--- config.mk ---
export PLATFORM = sky130hd
export DESIGN_NAME = dcv_diag_verify
export DESIGN_NICKNAME = d
export VERILOG_FILES = /design/src/rtl/dcv_pkg.sv /design/src/rtl/dcv_sticky.sv /design/src/rtl/dcv_diag_verify.sv
export SDC_FILE = /design/constraint.sdc
export NUM_CORES = 1
export LEC_CHECK = 0
export BUFFER_PORTS_ARGS = -buffer_cell sky130_fd_sc_hd__buf_2
export CAP_MARGIN = 20
export CORE_MARGIN = 3
export CORE_UTILIZATION = 48
export CTS_BUF_LIST = sky130_fd_sc_hd__clkbuf_2 sky130_fd_sc_hd__clkbuf_4 sky130_fd_sc_hd__clkbuf_8
export CTS_CLUSTER_DIAMETER = 100
export CTS_CLUSTER_SIZE = 25
export DETAILED_ROUTE_END_ITERATION = 12
export GPL_ROUTABILITY_DRIVEN = 0
export PLACE_DENSITY = 0.72
export SYNTH_ARGS = -nofsm -noshare
export SYNTH_HDL_FRONTEND = slang
export SYNTH_SLANG_ARGS = --single-unit
--- constraint.sdc ---
create_clock -name i_clk -period 3.9 [get_ports i_clk]
set_input_delay 0.78 -clock i_clk [delete_from_list [all_inputs] [get_ports i_clk]]
set_output_delay 0.78 -clock i_clk [all_outputs]
set_load 0.05 [all_outputs]
--- src/rtl/dcv_pkg.sv ---
package dcv_pkg;

  // Device clock and watchdog timeout
  localparam int CLK_MHZ       = 250;
  localparam int WD_TIMEOUT_US = 100;  // Plain default, the part leaves it open

  // Register map, byte addresses on the AXI4-Lite slave
  localparam int         AW        = 8;
  localparam logic [7:0] OFS_VCMD0 = 8'h00;
  localparam logic [7:0] OFS_VCMD1 = 8'h04;
  localparam logic [7:0] OFS_CTRL  = 8'h08;
  localparam logic [7:0] OFS_STAT  = 8'h0c;
  localparam logic [7:0] OFS_DIAG0 = 8'h10;
  localparam logic [7:0] OFS_DIAG1 = 8'h14;
  localparam logic [7:0] OFS_DIAG2 = 8'h18;
  localparam logic [7:0] OFS_LIVE  = 8'h1c;
  localparam logic [7:0] WORD_MASK = 8'hfc;

  localparam logic [1:0] RESP_OKAY   = 2'h0;
  localparam logic [1:0] RESP_SLVERR = 2'h2;

  // Gate vector order, low side below high side of each phase
  localparam int G_LS_A = 0;
  localparam int G_HS_A = 1;
  localparam int G_LS_B = 2;
  localparam int G_HS_B = 3;

  typedef struct packed {
    logic test_logic_ov;
    logic test_boot_uv;
    logic test_supply_ov;
    logic test_supply_uv;
    logic test_aux_reg_ov;
    logic test_aux_reg_uv;
    logic test_overtemp;
  } dcv_vcmd0_t;

  typedef struct packed {
    logic test_overcurrent;
    logic test_drain_src_ov;
    logic test_gate_uv;
  } dcv_vcmd1_t;

  typedef struct packed {
    logic       enable_watchdog_mode_sel;
    logic [3:0] gate_cmd;
  } dcv_ctrl_t;

  typedef struct packed {
    logic enable_watchdog_expired;
    logic logic_pin_ov_fault;
    logic overtemp_fault;
  } dcv_stat_t;

  typedef struct packed {
    logic aux_reg_ov_fault;
    logic aux_reg_uv_fault;
    logic hs_b_gate_uv;
    logic ls_b_gate_uv;
    logic hs_a_gate_uv;
    logic ls_a_gate_uv;
  } dcv_diag0_t;

  typedef struct packed {
    logic hs_b_drain_src_ov;
    logic ls_b_drain_src_ov;
    logic hs_a_drain_src_ov;
    logic ls_a_drain_src_ov;
  } dcv_diag1_t;

  typedef struct packed {
    logic overcurrent_b_fault;
    logic overcurrent_a_fault;
    logic boot_b_undervolt;
    logic boot_a_undervolt;
    logic supply_ov_fault;
    logic supply_uv_fault;
  } dcv_diag2_t;

  typedef struct packed {
    logic wd_running;
    logic gate_en;
    logic fault_flag;
  } dcv_live_t;

  // Raw comparator outputs from the analog side
  typedef struct packed {
    logic [3:0] ds_ov;
    logic [3:0] gate_uv;
    logic       boot_b;
    logic       boot_a;
    logic       oc_b;
    logic       oc_a;
    logic       logic_ov;
    logic       sup_ov;
    logic       sup_uv;
    logic       aux_ov;
    logic       aux_uv;
    logic       ot;
  } dcv_cmp_t;

  typedef enum logic [1:0] {
    WD_IDLE    = 2'b00,
    WD_RUN     = 2'b01,
    WD_EXPIRED = 2'b10
  } dcv_wd_state_t;

endpackage

--- src/rtl/dcv_sticky.sv ---
module dcv_sticky #(
  parameter int W = 1
) (
  input  wire logic         i_clk,   // Device clock
  input  wire logic         i_rstn,  // Async reset, active low
  input  wire logic [W-1:0] i_set,   // Fault seen this cycle
  input  wire logic [W-1:0] i_clr,   // Write-one-to-clear strobe
  output logic      [W-1:0] o_bits   // Latched faults
);

  logic [W-1:0] bits_r;
  logic [W-1:0] bits_nxt;

  // Set beats a clear landing in the same cycle
  always_comb begin
    bits_nxt = (bits_r & ~i_clr) | i_set;
  end

  always_ff @(posedge i_clk or negedge i_rstn) begin
    if (!i_rstn) begin
      bits_r <= '0;
    end else begin
      bits_r <= bits_nxt;
    end
  end

  assign o_bits = bits_r;
endmodule // dcv_sticky

--- src/rtl/dcv_diag_verify.sv ---
module dcv_diag_verify #(
  parameter int P_WD_CYCLES = dcv_pkg::WD_TIMEOUT_US * dcv_pkg::CLK_MHZ
) (
  input  wire logic                     i_clk,             // 250 MHz
  input  wire logic                     i_rstn,            // Async, active low
  input  wire logic [dcv_pkg::AW-1:0]   i_s_axi_awaddr,    // Write address
  input  wire logic                     i_s_axi_awvalid,   // Write address valid
  output logic                          o_s_axi_awready,   // Write address ready
  input  wire logic [31:0]              i_s_axi_wdata,     // Write data
  input  wire logic [3:0]               i_s_axi_wstrb,     // Byte strobes
  input  wire logic                     i_s_axi_wvalid,    // Write data valid
  output logic                          o_s_axi_wready,    // Write data ready
  output logic [1:0]                    o_s_axi_bresp,     // Write response
  output logic                          o_s_axi_bvalid,    // Write response valid
  input  wire logic                     i_s_axi_bready,    // Write response ready
  input  wire logic [dcv_pkg::AW-1:0]   i_s_axi_araddr,    // Read address
  input  wire logic                     i_s_axi_arvalid,   // Read address valid
  output logic                          o_s_axi_arready,   // Read address ready
  output logic [31:0]                   o_s_axi_rdata,     // Read data
  output logic [1:0]                    o_s_axi_rresp,     // Read response
  output logic                          o_s_axi_rvalid,    // Read data valid
  input  wire logic                     i_s_axi_rready,    // Read data ready
  input  wire dcv_pkg::dcv_cmp_t        i_cmp,             // Raw comparator outputs
  input  wire logic [3:0]               i_gate_in,         // Gate command pins
  input  wire logic                     i_enable,          // Enable pin
  output logic [3:0]                    o_gate_drv,        // Gate drive commands
  output logic                          o_fault_flag,      // General fault, high active
  output logic [1:0]                    o_amp_full_scale   // Force sense amps, {b,a}
);

  localparam int CW = $bits(dcv_pkg::dcv_cmp_t);
  localparam int SW = CW + 5;

  // Pin synchronisers
  logic [SW-1:0] sy1_r;
  logic [SW-1:0] sy2_r;

  always_ff @(posedge i_clk or negedge i_rstn) begin
    if (!i_rstn) begin
      sy1_r <= '0;
      sy2_r <= '0;
    end else begin
      sy1_r <= {i_cmp, i_enable, i_gate_in};
      sy2_r <= sy1_r;
    end
  end

  dcv_pkg::dcv_cmp_t cmp_s;
  logic              en_s;
  logic [3:0]        gin_s;

  assign cmp_s = dcv_pkg::dcv_cmp_t'(sy2_r[SW-1:5]);
  assign en_s  = sy2_r[4];
  assign gin_s = sy2_r[3:0];

  // Word address, shared by read and write decode
  function automatic logic [7:0] word_of(input logic [dcv_pkg::AW-1:0] a);
    word_of = a & dcv_pkg::WORD_MASK;
  endfunction

  function automatic logic mapped(input logic [dcv_pkg::AW-1:0] a);
    mapped = (word_of(a) <= dcv_pkg::OFS_LIVE);
  endfunction

  // Opposite switch of the same phase
  function automatic logic [3:0] other_side(input logic [3:0] on);
    logic [3:0] r;
    r = '0;
    for (int i = 0; i < 4; i++) begin
      r[i] = on[i ^ 1];
    end
    other_side = r;
  endfunction

  // Software-written state
  dcv_pkg::dcv_vcmd0_t vcmd0_r, vcmd0_nxt;
  dcv_pkg::dcv_vcmd1_t vcmd1_r, vcmd1_nxt;
  dcv_pkg::dcv_ctrl_t  ctrl_r, ctrl_nxt;
  dcv_pkg::dcv_stat_t  stat_q, stat_set, stat_clr;
  dcv_pkg::dcv_diag0_t diag0_q, diag0_set, diag0_clr;
  dcv_pkg::dcv_diag1_t diag1_q, diag1_set, diag1_clr;
  dcv_pkg::dcv_diag2_t diag2_q, diag2_set, diag2_clr;
  dcv_pkg::dcv_live_t  live;

  logic       wr_fire;
  logic       wr_lane0;
  logic [7:0] wr_word;

  // Address and data are taken together, only once both are offered
  assign wr_fire         = i_s_axi_awvalid & i_s_axi_wvalid & ~o_s_axi_bvalid;
  assign o_s_axi_awready = wr_fire;
  assign o_s_axi_wready  = wr_fire;
  assign wr_lane0        = wr_fire & i_s_axi_wstrb[0];
  assign wr_word         = word_of(i_s_axi_awaddr);

  always_comb begin
    vcmd0_nxt = vcmd0_r;
    vcmd1_nxt = vcmd1_r;
    ctrl_nxt  = ctrl_r;
    stat_clr  = '0;
    diag0_clr = '0;
    diag1_clr = '0;
    diag2_clr = '0;
    if (wr_lane0) begin
      case (wr_word)
        dcv_pkg::OFS_VCMD0: begin
          vcmd0_nxt = i_s_axi_wdata[$bits(dcv_pkg::dcv_vcmd0_t)-1:0];
        end
        dcv_pkg::OFS_VCMD1: begin
          vcmd1_nxt = i_s_axi_wdata[$bits(dcv_pkg::dcv_vcmd1_t)-1:0];
        end
        dcv_pkg::OFS_CTRL: begin
          ctrl_nxt = i_s_axi_wdata[$bits(dcv_pkg::dcv_ctrl_t)-1:0];
        end
        dcv_pkg::OFS_STAT: begin
          stat_clr = i_s_axi_wdata[$bits(dcv_pkg::dcv_stat_t)-1:0];
        end
        dcv_pkg::OFS_DIAG0: begin
          diag0_clr = i_s_axi_wdata[$bits(dcv_pkg::dcv_diag0_t)-1:0];
        end
        dcv_pkg::OFS_DIAG1: begin
          diag1_clr = i_s_axi_wdata[$bits(dcv_pkg::dcv_diag1_t)-1:0];
        end
        dcv_pkg::OFS_DIAG2: begin
          diag2_clr = i_s_axi_wdata[$bits(dcv_pkg::dcv_diag2_t)-1:0];
        end
        default: begin
        end
      endcase
    end
  end

  always_ff @(posedge i_clk or negedge i_rstn) begin
    if (!i_rstn) begin
      vcmd0_r <= '0;
      vcmd1_r <= '0;
      ctrl_r  <= '0;
    end else begin
      vcmd0_r <= vcmd0_nxt;
      vcmd1_r <= vcmd1_nxt;
      ctrl_r  <= ctrl_nxt;
    end
  end

  // Comparators as seen by the fault logic, test forcing ORed in
  logic [3:0]        gate_on;
  logic [3:0]        force_cross;
  dcv_pkg::dcv_cmp_t eff;
  logic              flag_nxt;

  assign gate_on     = ctrl_r.gate_cmd | gin_s;
  assign force_cross = other_side(gate_on);

  always_comb begin
    eff          = cmp_s;
    eff.ot       = cmp_s.ot | vcmd0_r.test_overtemp;
    eff.aux_uv   = cmp_s.aux_uv | vcmd0_r.test_aux_reg_uv;
    eff.aux_ov   = cmp_s.aux_ov | vcmd0_r.test_aux_reg_ov;
    eff.sup_uv   = cmp_s.sup_uv | vcmd0_r.test_supply_uv;
    eff.sup_ov   = cmp_s.sup_ov | vcmd0_r.test_supply_ov;
    eff.logic_ov = cmp_s.logic_ov | vcmd0_r.test_logic_ov;
    // Only while the opposite switch is on, so gates off also releases
    eff.gate_uv  = cmp_s.gate_uv | ({4{vcmd1_r.test_gate_uv}} & force_cross);
    eff.ds_ov    = cmp_s.ds_ov | ({4{vcmd1_r.test_drain_src_ov}} & force_cross);
    eff.boot_a   = cmp_s.boot_a | (vcmd0_r.test_boot_uv & gate_on[dcv_pkg::G_HS_A]);
    eff.boot_b   = cmp_s.boot_b | (vcmd0_r.test_boot_uv & gate_on[dcv_pkg::G_HS_B]);
    // Flag is a level: it follows the live comparators, not the latches
    flag_nxt = |eff;
  end

  // Enable watchdog
  dcv_pkg::dcv_wd_state_t wd_state_r, wd_state_nxt;
  logic [31:0]            wd_cnt_r, wd_cnt_nxt;
  logic                   en_prev_r;
  logic                   en_edge;
  logic                   wd_expire;
  logic                   gate_en;

  assign en_edge = en_s ^ en_prev_r;

  always_comb begin
    wd_state_nxt = wd_state_r;
    wd_cnt_nxt   = wd_cnt_r;
    wd_expire    = 1'b0;
    if (!ctrl_r.enable_watchdog_mode_sel) begin
      wd_state_nxt = dcv_pkg::WD_IDLE;
      wd_cnt_nxt   = '0;
    end else begin
      case (wd_state_r)
        dcv_pkg::WD_IDLE, dcv_pkg::WD_EXPIRED: begin
          if (en_edge) begin
            wd_state_nxt = dcv_pkg::WD_RUN;
            wd_cnt_nxt   = '0;
          end
        end
        dcv_pkg::WD_RUN: begin
          if (en_edge) begin
            wd_cnt_nxt = '0;
          end else if (wd_cnt_r == 32'(P_WD_CYCLES - 1)) begin
            wd_state_nxt = dcv_pkg::WD_EXPIRED;
            wd_expire    = 1'b1;
          end else begin
            wd_cnt_nxt = wd_cnt_r + 32'h1;
          end
        end
        default: begin
          wd_state_nxt = dcv_pkg::WD_IDLE;
        end
      endcase
    end
  end

  always_ff @(posedge i_clk or negedge i_rstn) begin
    if (!i_rstn) begin
      wd_state_r <= dcv_pkg::WD_IDLE;
      wd_cnt_r   <= '0;
      en_prev_r  <= 1'b0;
    end else begin
      wd_state_r <= wd_state_nxt;
      wd_cnt_r   <= wd_cnt_nxt;
      en_prev_r  <= en_s;
    end
  end

  // In watchdog mode the gate drives run only between an enable change and expiry
  assign gate_en = ctrl_r.enable_watchdog_mode_sel ? (wd_state_r == dcv_pkg::WD_RUN) : en_s;

  // Fault latches
  assign stat_set  = {wd_expire, eff.logic_ov, eff.ot};
  assign diag0_set = {eff.aux_ov, eff.aux_uv, eff.gate_uv};
  assign diag1_set = eff.ds_ov;
  // Overcurrent bits come from the real comparators fed by the forced amps
  assign diag2_set = {cmp_s.oc_b, cmp_s.oc_a, eff.boot_b, eff.boot_a, eff.sup_ov, eff.sup_uv};

  dcv_sticky #(.W($bits(dcv_pkg::dcv_stat_t))) u_stat (
    .i_clk  (i_clk),
    .i_rstn (i_rstn),
    .i_set  (stat_set),
    .i_clr  (stat_clr),
    .o_bits (stat_q)
  );

  dcv_sticky #(.W($bits(dcv_pkg::dcv_diag0_t))) u_diag0 (
    .i_clk  (i_clk),
    .i_rstn (i_rstn),
    .i_set  (diag0_set),
    .i_clr  (diag0_clr),
    .o_bits (diag0_q)
  );

  dcv_sticky #(.W($bits(dcv_pkg::dcv_diag1_t))) u_diag1 (
    .i_clk  (i_clk),
    .i_rstn (i_rstn),
    .i_set  (diag1_set),
    .i_clr  (diag1_clr),
    .o_bits (diag1_q)
  );

  dcv_sticky #(.W($bits(dcv_pkg::dcv_diag2_t))) u_diag2 (
    .i_clk  (i_clk),
    .i_rstn (i_rstn),
    .i_set  (diag2_set),
    .i_clr  (diag2_clr),
    .o_bits (diag2_q)
  );

  // Registered pin outputs
  logic       flag_r;
  logic [3:0] gate_drv_r;
  logic [1:0] amp_fs_r;

  always_ff @(posedge i_clk or negedge i_rstn) begin
    if (!i_rstn) begin
      flag_r     <= 1'b0;
      gate_drv_r <= '0;
      amp_fs_r   <= '0;
    end else begin
      flag_r     <= flag_nxt;
      gate_drv_r <= gate_on & {4{gate_en}};
      amp_fs_r   <= {2{vcmd1_r.test_overcurrent}};
    end
  end

  assign o_fault_flag     = flag_r;
  assign o_gate_drv       = gate_drv_r;
  assign o_amp_full_scale = amp_fs_r;
  assign live             = {wd_state_r == dcv_pkg::WD_RUN, gate_en, flag_r};

  // Bus responses
  logic        bvalid_r, bvalid_nxt;
  logic [1:0]  bresp_r, bresp_nxt;
  logic        rvalid_r, rvalid_nxt;
  logic [1:0]  rresp_r, rresp_nxt;
  logic [31:0] rdata_r, rdata_nxt;
  logic        rd_fire;

  assign rd_fire         = i_s_axi_arvalid & ~rvalid_r;
  assign o_s_axi_arready = rd_fire;

  always_comb begin
    bvalid_nxt = bvalid_r & ~i_s_axi_bready;
    bresp_nxt  = bresp_r;
    rvalid_nxt = rvalid_r & ~i_s_axi_rready;
    rresp_nxt  = rresp_r;
    rdata_nxt  = rdata_r;
    if (wr_fire) begin
      bvalid_nxt = 1'b1;
      bresp_nxt  = mapped(i_s_axi_awaddr) ? dcv_pkg::RESP_OKAY : dcv_pkg::RESP_SLVERR;
    end
    if (rd_fire) begin
      rvalid_nxt = 1'b1;
      rresp_nxt  = mapped(i_s_axi_araddr) ? dcv_pkg::RESP_OKAY : dcv_pkg::RESP_SLVERR;
      case (word_of(i_s_axi_araddr))
        dcv_pkg::OFS_VCMD0: rdata_nxt = 32'(vcmd0_r);
        dcv_pkg::OFS_VCMD1: rdata_nxt = 32'(vcmd1_r);
        dcv_pkg::OFS_CTRL:  rdata_nxt = 32'(ctrl_r);
        dcv_pkg::OFS_STAT:  rdata_nxt = 32'(stat_q);
        dcv_pkg::OFS_DIAG0: rdata_nxt = 32'(diag0_q);
        dcv_pkg::OFS_DIAG1: rdata_nxt = 32'(diag1_q);
        dcv_pkg::OFS_DIAG2: rdata_nxt = 32'(diag2_q);
        dcv_pkg::OFS_LIVE:  rdata_nxt = 32'(live);
        default:            rdata_nxt = '0;
      endcase
    end
  end

  always_ff @(posedge i_clk or negedge i_rstn) begin
    if (!i_rstn) begin
      bvalid_r <= 1'b0;
      bresp_r  <= dcv_pkg::RESP_OKAY;
      rvalid_r <= 1'b0;
      rresp_r  <= dcv_pkg::RESP_OKAY;
      rdata_r  <= '0;
    end else begin
      bvalid_r <= bvalid_nxt;
      bresp_r  <= bresp_nxt;
      rvalid_r <= rvalid_nxt;
      rresp_r  <= rresp_nxt;
      rdata_r  <= rdata_nxt;
    end
  end

  assign o_s_axi_bvalid = bvalid_r;
  assign o_s_axi_bresp  = bresp_r;
  assign o_s_axi_rvalid = rvalid_r;
  assign o_s_axi_rresp  = rresp_r;
  assign o_s_axi_rdata  = rdata_r;
endmodule // dcv_diag_verify

==> flow_metrics.py, run 1 <==
metrics = {
    "status": {
        "outcome": "completed",
    },
    "clock_network": {
        "cts.sinks": 132,
        "maximum_clock_path_buffer_count": 2,
        "clk_pin_slew_worst_paths_ns": 0.08,
        "cts-resized-gates": 0,
        "cts_made_buffers": 17,
        "cts.repair_timing.setup_buffer_count": 0,
        "tritoncts_clock_tree": "built",
        "cts.hold.buffers_added": 0,
        "clk_latency_ns": 0.45,
        "htreeDepth": 4,
        "clock-root-buffer": "sky130_fd_sc_hd__clkbuf_8",
    },
    "final_layout": {
        "final_common_cell": "sky130_fd_sc_hd__dfrtp_1",
        "multiInputGateArea_um2": 2290,
        "final_net_count": 690,
        "final_layout_size_suffix_gt1_share_pct": 22.3,
        "syn2layout_area_growth_pct": 11.9,
        "final.fill_count": 967,
        "post_route_utilization_pct": 56.3,
        "antenna-diode-count": 0,
        "layout.cells.most_common_list": "sky130_fd_sc_hd__dfrtp_1 (132), sky130_fd_sc_hd__buf_2 (69), sky130_fd_sc_hd__o21ai_0 (55), sky130_fd_sc_hd__nand2_1 (45), sky130_fd_sc_hd__nand3_1 (34)",
        "seq_area_um2": 3300,
    },
    "drt": {
        "ant_nets": 0,
        "avgRoutedWirePerCell_um": 16.7,
        "first_pass_iters": 6,
        "detailroute.via_count": 4403,
        "detail_route.iter0.violations": 343,
        "detail_route.drc_violations": 0,
        "vias_cell": 5.77,
        "routed_wl_um": 12700,
    },
    "hold_path": {
        "hold_path_class": "register to register",
    },
    "global_route": {
        "first_global_vias": 4278,
        "grt_start_max_net_pins": 75,
        "gr-total-overflow": 0,
        "grt_antenna_before_repair": 0,
        "grt_first_pass_wirelength_um": 20900,
        "groute.usage.overall_pct": 20.0,
    },
    "floorplanning": {
        "die_w_um": 117,
        "die-area_um2": 13600,
        "io_pins": 130,
        "fp.coreArea_um2": 11700,
        "initial_core_util_pct": 50.3,
        "fp-row-count": 39,
        "die_height_um": 117,
    },
    "place": {
        "dpl.hpwl_um": 8880,
        "port_buffers": 70,
    },
    "synth": {
        "ys_types": 54,
        "postSynth.asyncResetShare_pct": 100,
        "synth_edf_count": 0,
        "synth_ff_type": "sky130_fd_sc_hd__dfrtp_1",
        "postSynthRegisterBits": 132,
        "avgSynthCellArea_um2": 10.9,
        "netlist.top_cell.by_area": "sky130_fd_sc_hd__dfrtp_1",
        "syn_warnings": 0,
        "synthesis.instances": 539,
        "synthesis.area_um2": 5890,
        "synth_area_leaders": "sky130_fd_sc_hd__dfrtp_1 (56%), sky130_fd_sc_hd__o21ai_0 (4.7%), sky130_fd_sc_hd__buf_4 (3.7%), sky130_fd_sc_hd__mux2_2 (3.3%), sky130_fd_sc_hd__nand3_1 (2.9%)",
        "synth_seq_area_share_pct": 56.1,
        "synth_largest_type_area_fraction_pct": 56.1,
    },
    "power": {
        "pwr_density_cell_nw_per_um2": 419,
        "leakagePower_nw": 2.85,
        "worst_ir_drop_on_vdd_uv": 307,
    },
    "sta": {
        "post-route-min-period_ns": 2.77,
        "finalSetupViolCount": 0,
        "worst_pin_slew_ns": 1.10,
        "slew_headroom_pct": 26.6,
        "final.period_utilization_pct": 71.0,
        "fin_tns_setup_ns": 0,
        "max_freq_ghz": 0.361,
        "hold_viol": 0,
        "finalMaxSlewViolations": 0,
        "rsz0062_at_grt": "false",
        "finalClockSkew_ns": 0.0124,
    },
    "worst_setup_path": {
        "critical_path_peak_fanout": 33,
        "critical_path.startpoint_type": "register",
        "cp.required_ns": 4.26,
        "data_arrival_time_at_the_worst_slack_endpoint_ns": 3.12,
        "crit_path_end_kind": "register",
        "worstSetupPathType": "register to register",
    },
    "run": {
        "cap_viol_max_count": 0,
    },
}
## metrics by stage
stage                     std cells  setup WS, ns  instance area (um^2)  hold slack, ns  total power, mW
after global routing            763         0.951                  6590           0.357             2.87
after global placement          731          1.20                  6220           0.333             1.72
after CTS                       763          1.17                  6590           0.349             2.79
final                           763          1.13                  6590           0.346             2.76
after floorplan                 565          1.56                  5990           0.331             1.65
after detailed placement        731          1.13                  6220           0.335             1.73
## critical path: stages, from the launching register on
cell and delay, ns:
sky130_fd_sc_hd__dfrtp_1 0.42, sky130_fd_sc_hd__ha_1 0.24, sky130_fd_sc_hd__nand4_2 0.15, sky130_fd_sc_hd__or4_4 0.53
sky130_fd_sc_hd__o32ai_4 0.94, sky130_fd_sc_hd__o21ai_0 0.27, sky130_fd_sc_hd__o31ai_1 0.12
## sequential cells by signal, indices dropped and copies added (netlist names), 2 cells and up
signal and count:
o_s_axi_rdata 7, wd_cnt_r 32, vcmd0_r 7, vcmd1_r 3
sy2_r 23, u_diag1.o_bits 4, wd_state_r 2, u_stat.o_bits 3
u_diag0.o_bits 6, ctrl_r 5, o_gate_drv 4, u_diag2.o_bits 6
sy1_r 23
## report_power, final
part           total (mW)  leakage, nW  switching, mW  internal, mW
combinational       0.263         1.06          0.199        0.0640
sequential           1.43         1.61         0.0231          1.41
clock                1.06        0.181          0.598         0.465
total                2.76         2.85          0.820          1.94
## per-layer routing
metal | wire length, um | track usage (%) | share of wire (%) | vias up
met2 | 5790 | 29.7 | 45 | 210
li1 | - | - | - | 2057
met1 | 5680 | 27.3 | 45 | 2110
met4 | 248 | 7.87 | 1.9 | 0
met3 | 1020 | 6.79 | 8.0 | 26
met5 | 0 | 0 | 0 | -
## cells by family after synthesis
family | after synthesis | synth area share (%)
fa+ha+maj | 1 | 0.212
xor+xnor | 1 | 0.149
simple gates | 185 | 17.3
flops | 132 | 56.1
mux | 30 | 6.52
other cells | 1 | 0.0637
compound gates | 124 | 13.0
buf+inv | 65 | 6.65
## final timing paths
kind	from	end	slack [ns]	cells past startpoint
max in group asynchronous	i_rstn	sy1_r[4]	2.65	2
hold / removal	sy1_r[10]	sy2_r[10]	0.35	0
min in group asynchronous	i_rstn	sy1_r[20]	0.46	1
setup reg to reg	wd_cnt_r[0]	wd_cnt_r[8]	1.13	6
setup / recovery	wd_cnt_r[0]	wd_cnt_r[8]	1.13	6
hold reg to reg	sy1_r[10]	sy2_r[10]	0.35	0
## layout make-up
type                            count  share of cell area, %
Sequential cell                   132                   50.1
Multi-Input combinational cell    368                   34.8
Timing Repair Buffer               75                   6.11
Clock buffer                       17                   3.55
Tap cell                          143                   2.72
Clock inverter                     15                   1.99
Inverter                           13                  0.740
## synthesized netlist by cell type (8+ instances only)
cell	number
sky130_fd_sc_hd__o31ai_1	10
sky130_fd_sc_hd__mux2i_1	8
sky130_fd_sc_hd__nor2_1	18
sky130_fd_sc_hd__dfrtp_1	132
sky130_fd_sc_hd__nand3_1	34
sky130_fd_sc_hd__clkbuf_1	14
sky130_fd_sc_hd__o21ai_0	55
sky130_fd_sc_hd__and2_1	8
sky130_fd_sc_hd__nor4_1	12
sky130_fd_sc_hd__a21oi_1	19
sky130_fd_sc_hd__mux2_2	17
sky130_fd_sc_hd__a31oi_1	8
sky130_fd_sc_hd__and3_1	8
sky130_fd_sc_hd__buf_4	29
sky130_fd_sc_hd__nand2_1	45
sky130_fd_sc_hd__inv_1	13
sky130_fd_sc_hd__nand4_1	18
Note: power is estimated with default switching activity, not from simulation.
==> run 2, diff against run 1 <==
- PLACE_DENSITY: 0.72 -> 0.75
- clock period: 3.9 -> 2.45 ns (I/O delays scaled with it)
==> flow_metrics.py, run 2 (synthesis gave the netlist of run 1 again) <==
metrics = {
    "status": {
        "outcome": "completed",
    },
    "global_route": {
        "gr-total-overflow": 0,
        "grt_first_pass_wirelength_um": 21200,
        "groute.usage.overall_pct": 20.3,
        "grt_start_max_net_pins": 53,
        "grt_antenna_before_repair": 0,
        "first_global_vias": 4247,
    },
    "floorplanning": {
        "die_height_um": 117,
        "io_pins": 130,
        "fp.coreArea_um2": 11700,
        "die_w_um": 117,
        "initial_core_util_pct": 50.3,
        "fp-row-count": 39,
        "die-area_um2": 13600,
    },
    "clock_network": {
        "cts_made_buffers": 17,
        "clock-root-buffer": "sky130_fd_sc_hd__clkbuf_8",
        "clk_latency_ns": 0.46,
        "cts.repair_timing.setup_buffer_count": 0,
        "tritoncts_clock_tree": "built",
        "clk_pin_slew_worst_paths_ns": 0.09,
        "cts.sinks": 132,
        "htreeDepth": 4,
        "maximum_clock_path_buffer_count": 2,
    },
    "sta": {
        "final_critical_path_setup_slack_ns": 0.134,
        "finalSetupViolCount": 0,
        "hold_viol": 0,
        "final.period_utilization_pct": 94.5,
        "fin_tns_setup_ns": 0,
        "max_freq_ghz": 0.432,
        "finalMaxSlewViolations": 0,
        "worst_pin_slew_ns": 0.848,
        "slew_headroom_pct": 42.9,
        "whs_ns": 0.0228,
        "rsz0062_at_grt": "false",
        "post-route-min-period_ns": 2.32,
        "finalClockSkew_ns": 0.0109,
    },
    "worst_setup_path": {
        "critical_path_peak_fanout": 15,
        "setup.reg_to_reg.worst_slack_ns": 0.13,
        "cp.required_ns": 2.78,
        "critical_path_buf_inv_count": 1,
        "slowest_delay_ns": 0.53,
        "critical_path.startpoint_type": "register",
        "cpLargestDelayFamily": "simple AND/OR/NAND/NOR gates",
        "worstSetupPathType": "register to register",
        "timing.critical_path.cells": "ha_1 -> nand4_2 -> or4_4 -> or3_4 -> buf_4 -> nand2_8 -> o31ai_1",
        "crit_path_end_kind": "register",
        "data_arrival_time_at_the_worst_slack_endpoint_ns": 2.65,
        "crit_path_top_delay_cell": "sky130_fd_sc_hd__or4_4",
    },
    "final_layout": {
        "post_route_utilization_pct": 57.2,
        "design_area_um2": 6700,
        "final_common_cell": "sky130_fd_sc_hd__dfrtp_1",
        "top_flop_regs": "wd_cnt_r: 32 flops, sy1_r: 23 flops, sy2_r: 23 flops",
        "syn2layout_area_growth_pct": 13.9,
        "final_layout_size_suffix_gt1_share_pct": 23.7,
        "largest_register_ffs": 32,
        "largest-register": "wd_cnt_r",
        "layoutNonFillerInstCount": 773,
        "final_net_count": 701,
        "layout.cells.most_common_list": "sky130_fd_sc_hd__dfrtp_1 (132), sky130_fd_sc_hd__buf_2 (69), sky130_fd_sc_hd__o21ai_0 (55), sky130_fd_sc_hd__nand2_1 (45), sky130_fd_sc_hd__nand3_1 (34)",
        "antenna-diode-count": 0,
    },
    "drt": {
        "detail_route.iter0.violations": 460,
        "ant_nets": 0,
        "routed_wl_um": 13100,
        "detail_route.drc_violations": 0,
        "detailroute.via_count": 4531,
        "avgRoutedWirePerCell_um": 17.0,
        "first_pass_iters": 6,
        "vias_cell": 5.86,
    },
    "power": {
        "worst_ir_drop_on_vdd_uv": 457,
        "leakagePower_nw": 2.93,
        "power.total_mw": 4.47,
        "pwr_density_cell_nw_per_um2": 667,
    },
    "place": {
        "port_buffers": 70,
        "area_after_dpl_um2": 6320,
        "placed_cells_incl_taps": 742,
        "dpl.hpwl_um": 9070,
        "dp_worst_setup_slack_ns": 0.107,
    },
    "run": {
        "cap_viol_max_count": 0,
    },
    "hold_path": {
        "hold_path_class": "primary input to asynchronous set/reset pin",
    },
}
-- run 2: final cells by class --
cell class	count	area (um^2)
fillers	974	5010
flip-flops and latches	132	3300
multi-input cells	368	2300
repair buffers	86	502
clock buffers	17	234
well taps	143	179
clock inverters	14	141
inverters	13	48.8
-- run 2: final timing paths --
path                                  to        start  cells past startpoint
max                         wd_cnt_r[13]  wd_cnt_r[0]                      7
min                        o_gate_drv[0]       i_rstn                      1
max reg2reg                 wd_cnt_r[13]  wd_cnt_r[0]                      7
min reg2reg                    sy2_r[20]    sy1_r[20]                      0
max in group asynchronous   wd_cnt_r[17]       i_rstn                      2
min in group i_clk             sy1_r[19]    i_cmp[14]                      1
-- run 2: report_power, final --
part / internal (mW) / leakage, nW / switching [mW]
Clock: 0.829 / 0.191 / 0.931
Combinational: 0.106 / 1.12 / 0.322
Sequential: 2.25 / 1.61 / 0.0378
Total: 3.18 / 2.93 / 1.29
-- run 2: repair_timing --
| action | in CTS | in global routing |
|---|---|---|
| hold buffers | 0 | 0 |
| gates resized for setup | 0 | 2 |
| hold endpoints to repair | 0 | 0 |
| setup endpoints to repair | 0 | 23 |
-- run 2: metal layers --
metal	up-vias	GRT usage [%]	share of wire, %
met3	28	5.39	7.1
met4	0	8.49	2.0
met2	213	29.8	46
met5	-	0	0
met1	2207	28.8	45
li1	2083	-	-
-- run 2: worst reg2reg max path, stage by stage, from the launching register on --
cell                      delay [ns]
sky130_fd_sc_hd__dfrtp_1        0.41
sky130_fd_sc_hd__ha_1           0.25
sky130_fd_sc_hd__nand4_2        0.14
sky130_fd_sc_hd__or4_4          0.53
sky130_fd_sc_hd__or3_4          0.43
sky130_fd_sc_hd__buf_4          0.19
sky130_fd_sc_hd__nand2_8        0.13
sky130_fd_sc_hd__o31ai_1        0.10
==> run 3, diff against run 2 <==
- GPL_TIMING_DRIVEN: not set -> 0
- REMOVE_ABC_BUFFERS: not set -> 1
==> flow_metrics.py, run 3 (synthesis gave the netlist of run 1 again) <==
metrics = {
    "status": {
        "outcome": "completed",
    },
    "final_layout": {
        "final_common_cell": "sky130_fd_sc_hd__dfrtp_1",
        "layoutNonFillerInstCount": 764,
        "design_area_um2": 6700,
        "largest-register": "wd_cnt_r",
        "final_net_count": 692,
        "layout.cells.most_common_list": "sky130_fd_sc_hd__dfrtp_1 (132), sky130_fd_sc_hd__buf_2 (69), sky130_fd_sc_hd__o21ai_0 (55), sky130_fd_sc_hd__nand2_1 (45), sky130_fd_sc_hd__nand3_1 (34)",
        "final_layout_size_suffix_gt1_share_pct": 22.9,
        "top_flop_regs": "wd_cnt_r: 32 flops, sy1_r: 23 flops, sy2_r: 23 flops",
        "syn2layout_area_growth_pct": 13.8,
        "final.fill_count": 965,
        "largest_register_ffs": 32,
        "antenna-diode-count": 0,
    },
    "floorplanning": {
        "io_pins": 130,
        "initial_core_util_pct": 50.3,
        "fp.coreArea_um2": 11700,
        "die_w_um": 117,
        "die-area_um2": 13600,
        "fp-row-count": 39,
        "die_height_um": 117,
    },
    "worst_setup_path": {
        "cp.required_ns": 2.78,
        "timing.critical_path.cells": "ha_1 -> nand4_2 -> or4_4 -> or3_4 -> nand3b_1 -> o21ai_0",
        "crit_path_top_delay_cell": "sky130_fd_sc_hd__or4_4",
        "critical_path.startpoint_type": "register",
        "worstSetupPathType": "register to register",
        "critical_path_peak_fanout": 17,
        "crit_path_end_kind": "register",
        "slowest_delay_ns": 0.56,
        "reg2reg_depth": 6,
        "data_arrival_time_at_the_worst_slack_endpoint_ns": 2.63,
    },
    "sta": {
        "slew_headroom_pct": 29.1,
        "max_freq_ghz": 0.435,
        "hold_viol": 0,
        "post-route-min-period_ns": 2.30,
        "finalClockSkew_ns": 0.0104,
        "finalSetupViolCount": 0,
        "rsz0062_at_grt": "false",
        "final.period_utilization_pct": 93.9,
        "finalMaxSlewViolations": 0,
        "worst_pin_slew_ns": 1.05,
    },
    "drt": {
        "vias_cell": 5.89,
        "routed_length_on_met3_um": 1040,
        "avgRoutedWirePerCell_um": 17.2,
        "detail_route.iter0.violations": 471,
        "detail_route.drc_violations": 0,
        "first_pass_iters": 5,
        "ant_nets": 0,
        "top_layer": "met4",
        "detailroute.via_count": 4499,
        "met2WireLength_um": 6120,
        "met1_wire_length_um": 5710,
        "routed_wl_um": 13100,
    },
    "place": {
        "area_after_dpl_um2": 6220,
        "dpl.hpwl_um": 9110,
        "port_buffers": 70,
        "placed_cells_incl_taps": 728,
    },
    "global_route": {
        "grt_antenna_before_repair": 0,
        "grt_first_pass_wirelength_um": 21300,
        "first_global_vias": 4296,
        "grt_start_max_net_pins": 73,
        "gr-total-overflow": 0,
        "groute.usage.overall_pct": 20.4,
    },
    "run": {
        "cap_viol_max_count": 0,
    },
    "clock_network": {
        "maximum_clock_path_buffer_count": 2,
        "clk_latency_ns": 0.45,
        "cts.sinks": 132,
        "cts_made_buffers": 17,
        "cts.hold.buffers_added": 0,
        "clock-root-buffer": "sky130_fd_sc_hd__clkbuf_8",
        "tritoncts_clock_tree": "built",
        "htreeDepth": 4,
        "clk_pin_slew_worst_paths_ns": 0.08,
    },
    "power": {
        "worst_ir_drop_on_vdd_uv": 580,
        "leakagePower_nw": 2.89,
        "pwr_density_cell_nw_per_um2": 681,
    },
    "hold_path": {
        "hold_path_class": "primary input to asynchronous set/reset pin",
    },
}
[run 3: path summary, 6_finish.rpt]
check / from / to / slack [ns]
max: wd_cnt_r[1] / wd_cnt_r[28] / 0.15
min reg2reg: sy1_r[13] / sy2_r[13] / 0.34
max in group asynchronous: i_rstn / u_diag2.o_bits[4] / 1.72
max reg2reg: wd_cnt_r[1] / wd_cnt_r[28] / 0.15
min: i_rstn / sy1_r[16] / 0.002
min in group i_clk: i_cmp[2] / sy1_r[7] / 0.14
[run 3: metrics by stage]
stage / hold slack [ns] / power, mW / util, % / setup TNS, ns / setup slack, ns
2_1_floorplan: 0.194 / 2.58 / - / 0 / 0.139
3_3_place_gp: 0.334 / 2.73 / 52.7 / -101.71 / -0.724
3_5_place_dp: 0.335 / 2.75 / 53.1 / -5.01 / -0.245
4_1_cts: 0.0127 / 4.60 / 56.9 / 0 / 0.0877
5_1_grt: 0.0257 / 4.75 / 57.2 / 0 / 0.0185
6_report: 0.00172 / 4.56 / 57.2 / 0 / 0.149
[run 3: layout make-up]
| class | count | area [um^2] | share of cell area (%) |
|---|---|---|---|
| Inverter | 13 | 48.8 | 0.728 |
| Timing Repair Buffer | 76 | 442 | 6.59 |
| Multi-Input combinational cell | 369 | 2330 | 34.7 |
| Sequential cell | 132 | 3300 | 49.3 |
| Tap cell | 143 | 179 | 2.67 |
| Clock inverter | 14 | 166 | 2.48 |
| Clock buffer | 17 | 234 | 3.49 |
[run 3: worst max-delay path: cells and delay by family (launching register included)]
kind	cells	cell delay, ns
flip-flops	1	0.41
AND/OR/NAND/NOR	4	1.42
AO/OA/AOI/OAI	1	0.12
adder cells (fa/ha/maj)	1	0.24
[run 3: power by group]
part | switching [mW] | leakage [nW] | total, mW | internal (mW)
Clock | 0.922 | 0.194 | 1.85 | 0.930
Sequential | 0.0384 | 1.61 | 2.28 | 2.25
Combinational | 0.322 | 1.08 | 0.428 | 0.106
Total | 1.28 | 2.89 | 4.56 | 3.28
[run 3: layer usage]
metal  vias to the layer above  GRT usage, %
met5                         -             0
met3                        26          6.01
met2                       210          30.2
li1                       2070             -
met1                      2193          28.1
met4                         0          8.56
[run 3: timing repair]
item	in CTS	in global routing
setup endpoints to repair	32	24
pin swaps	1	2
cloned	1	0
setup buffers	0	4
resized for setup	3	0
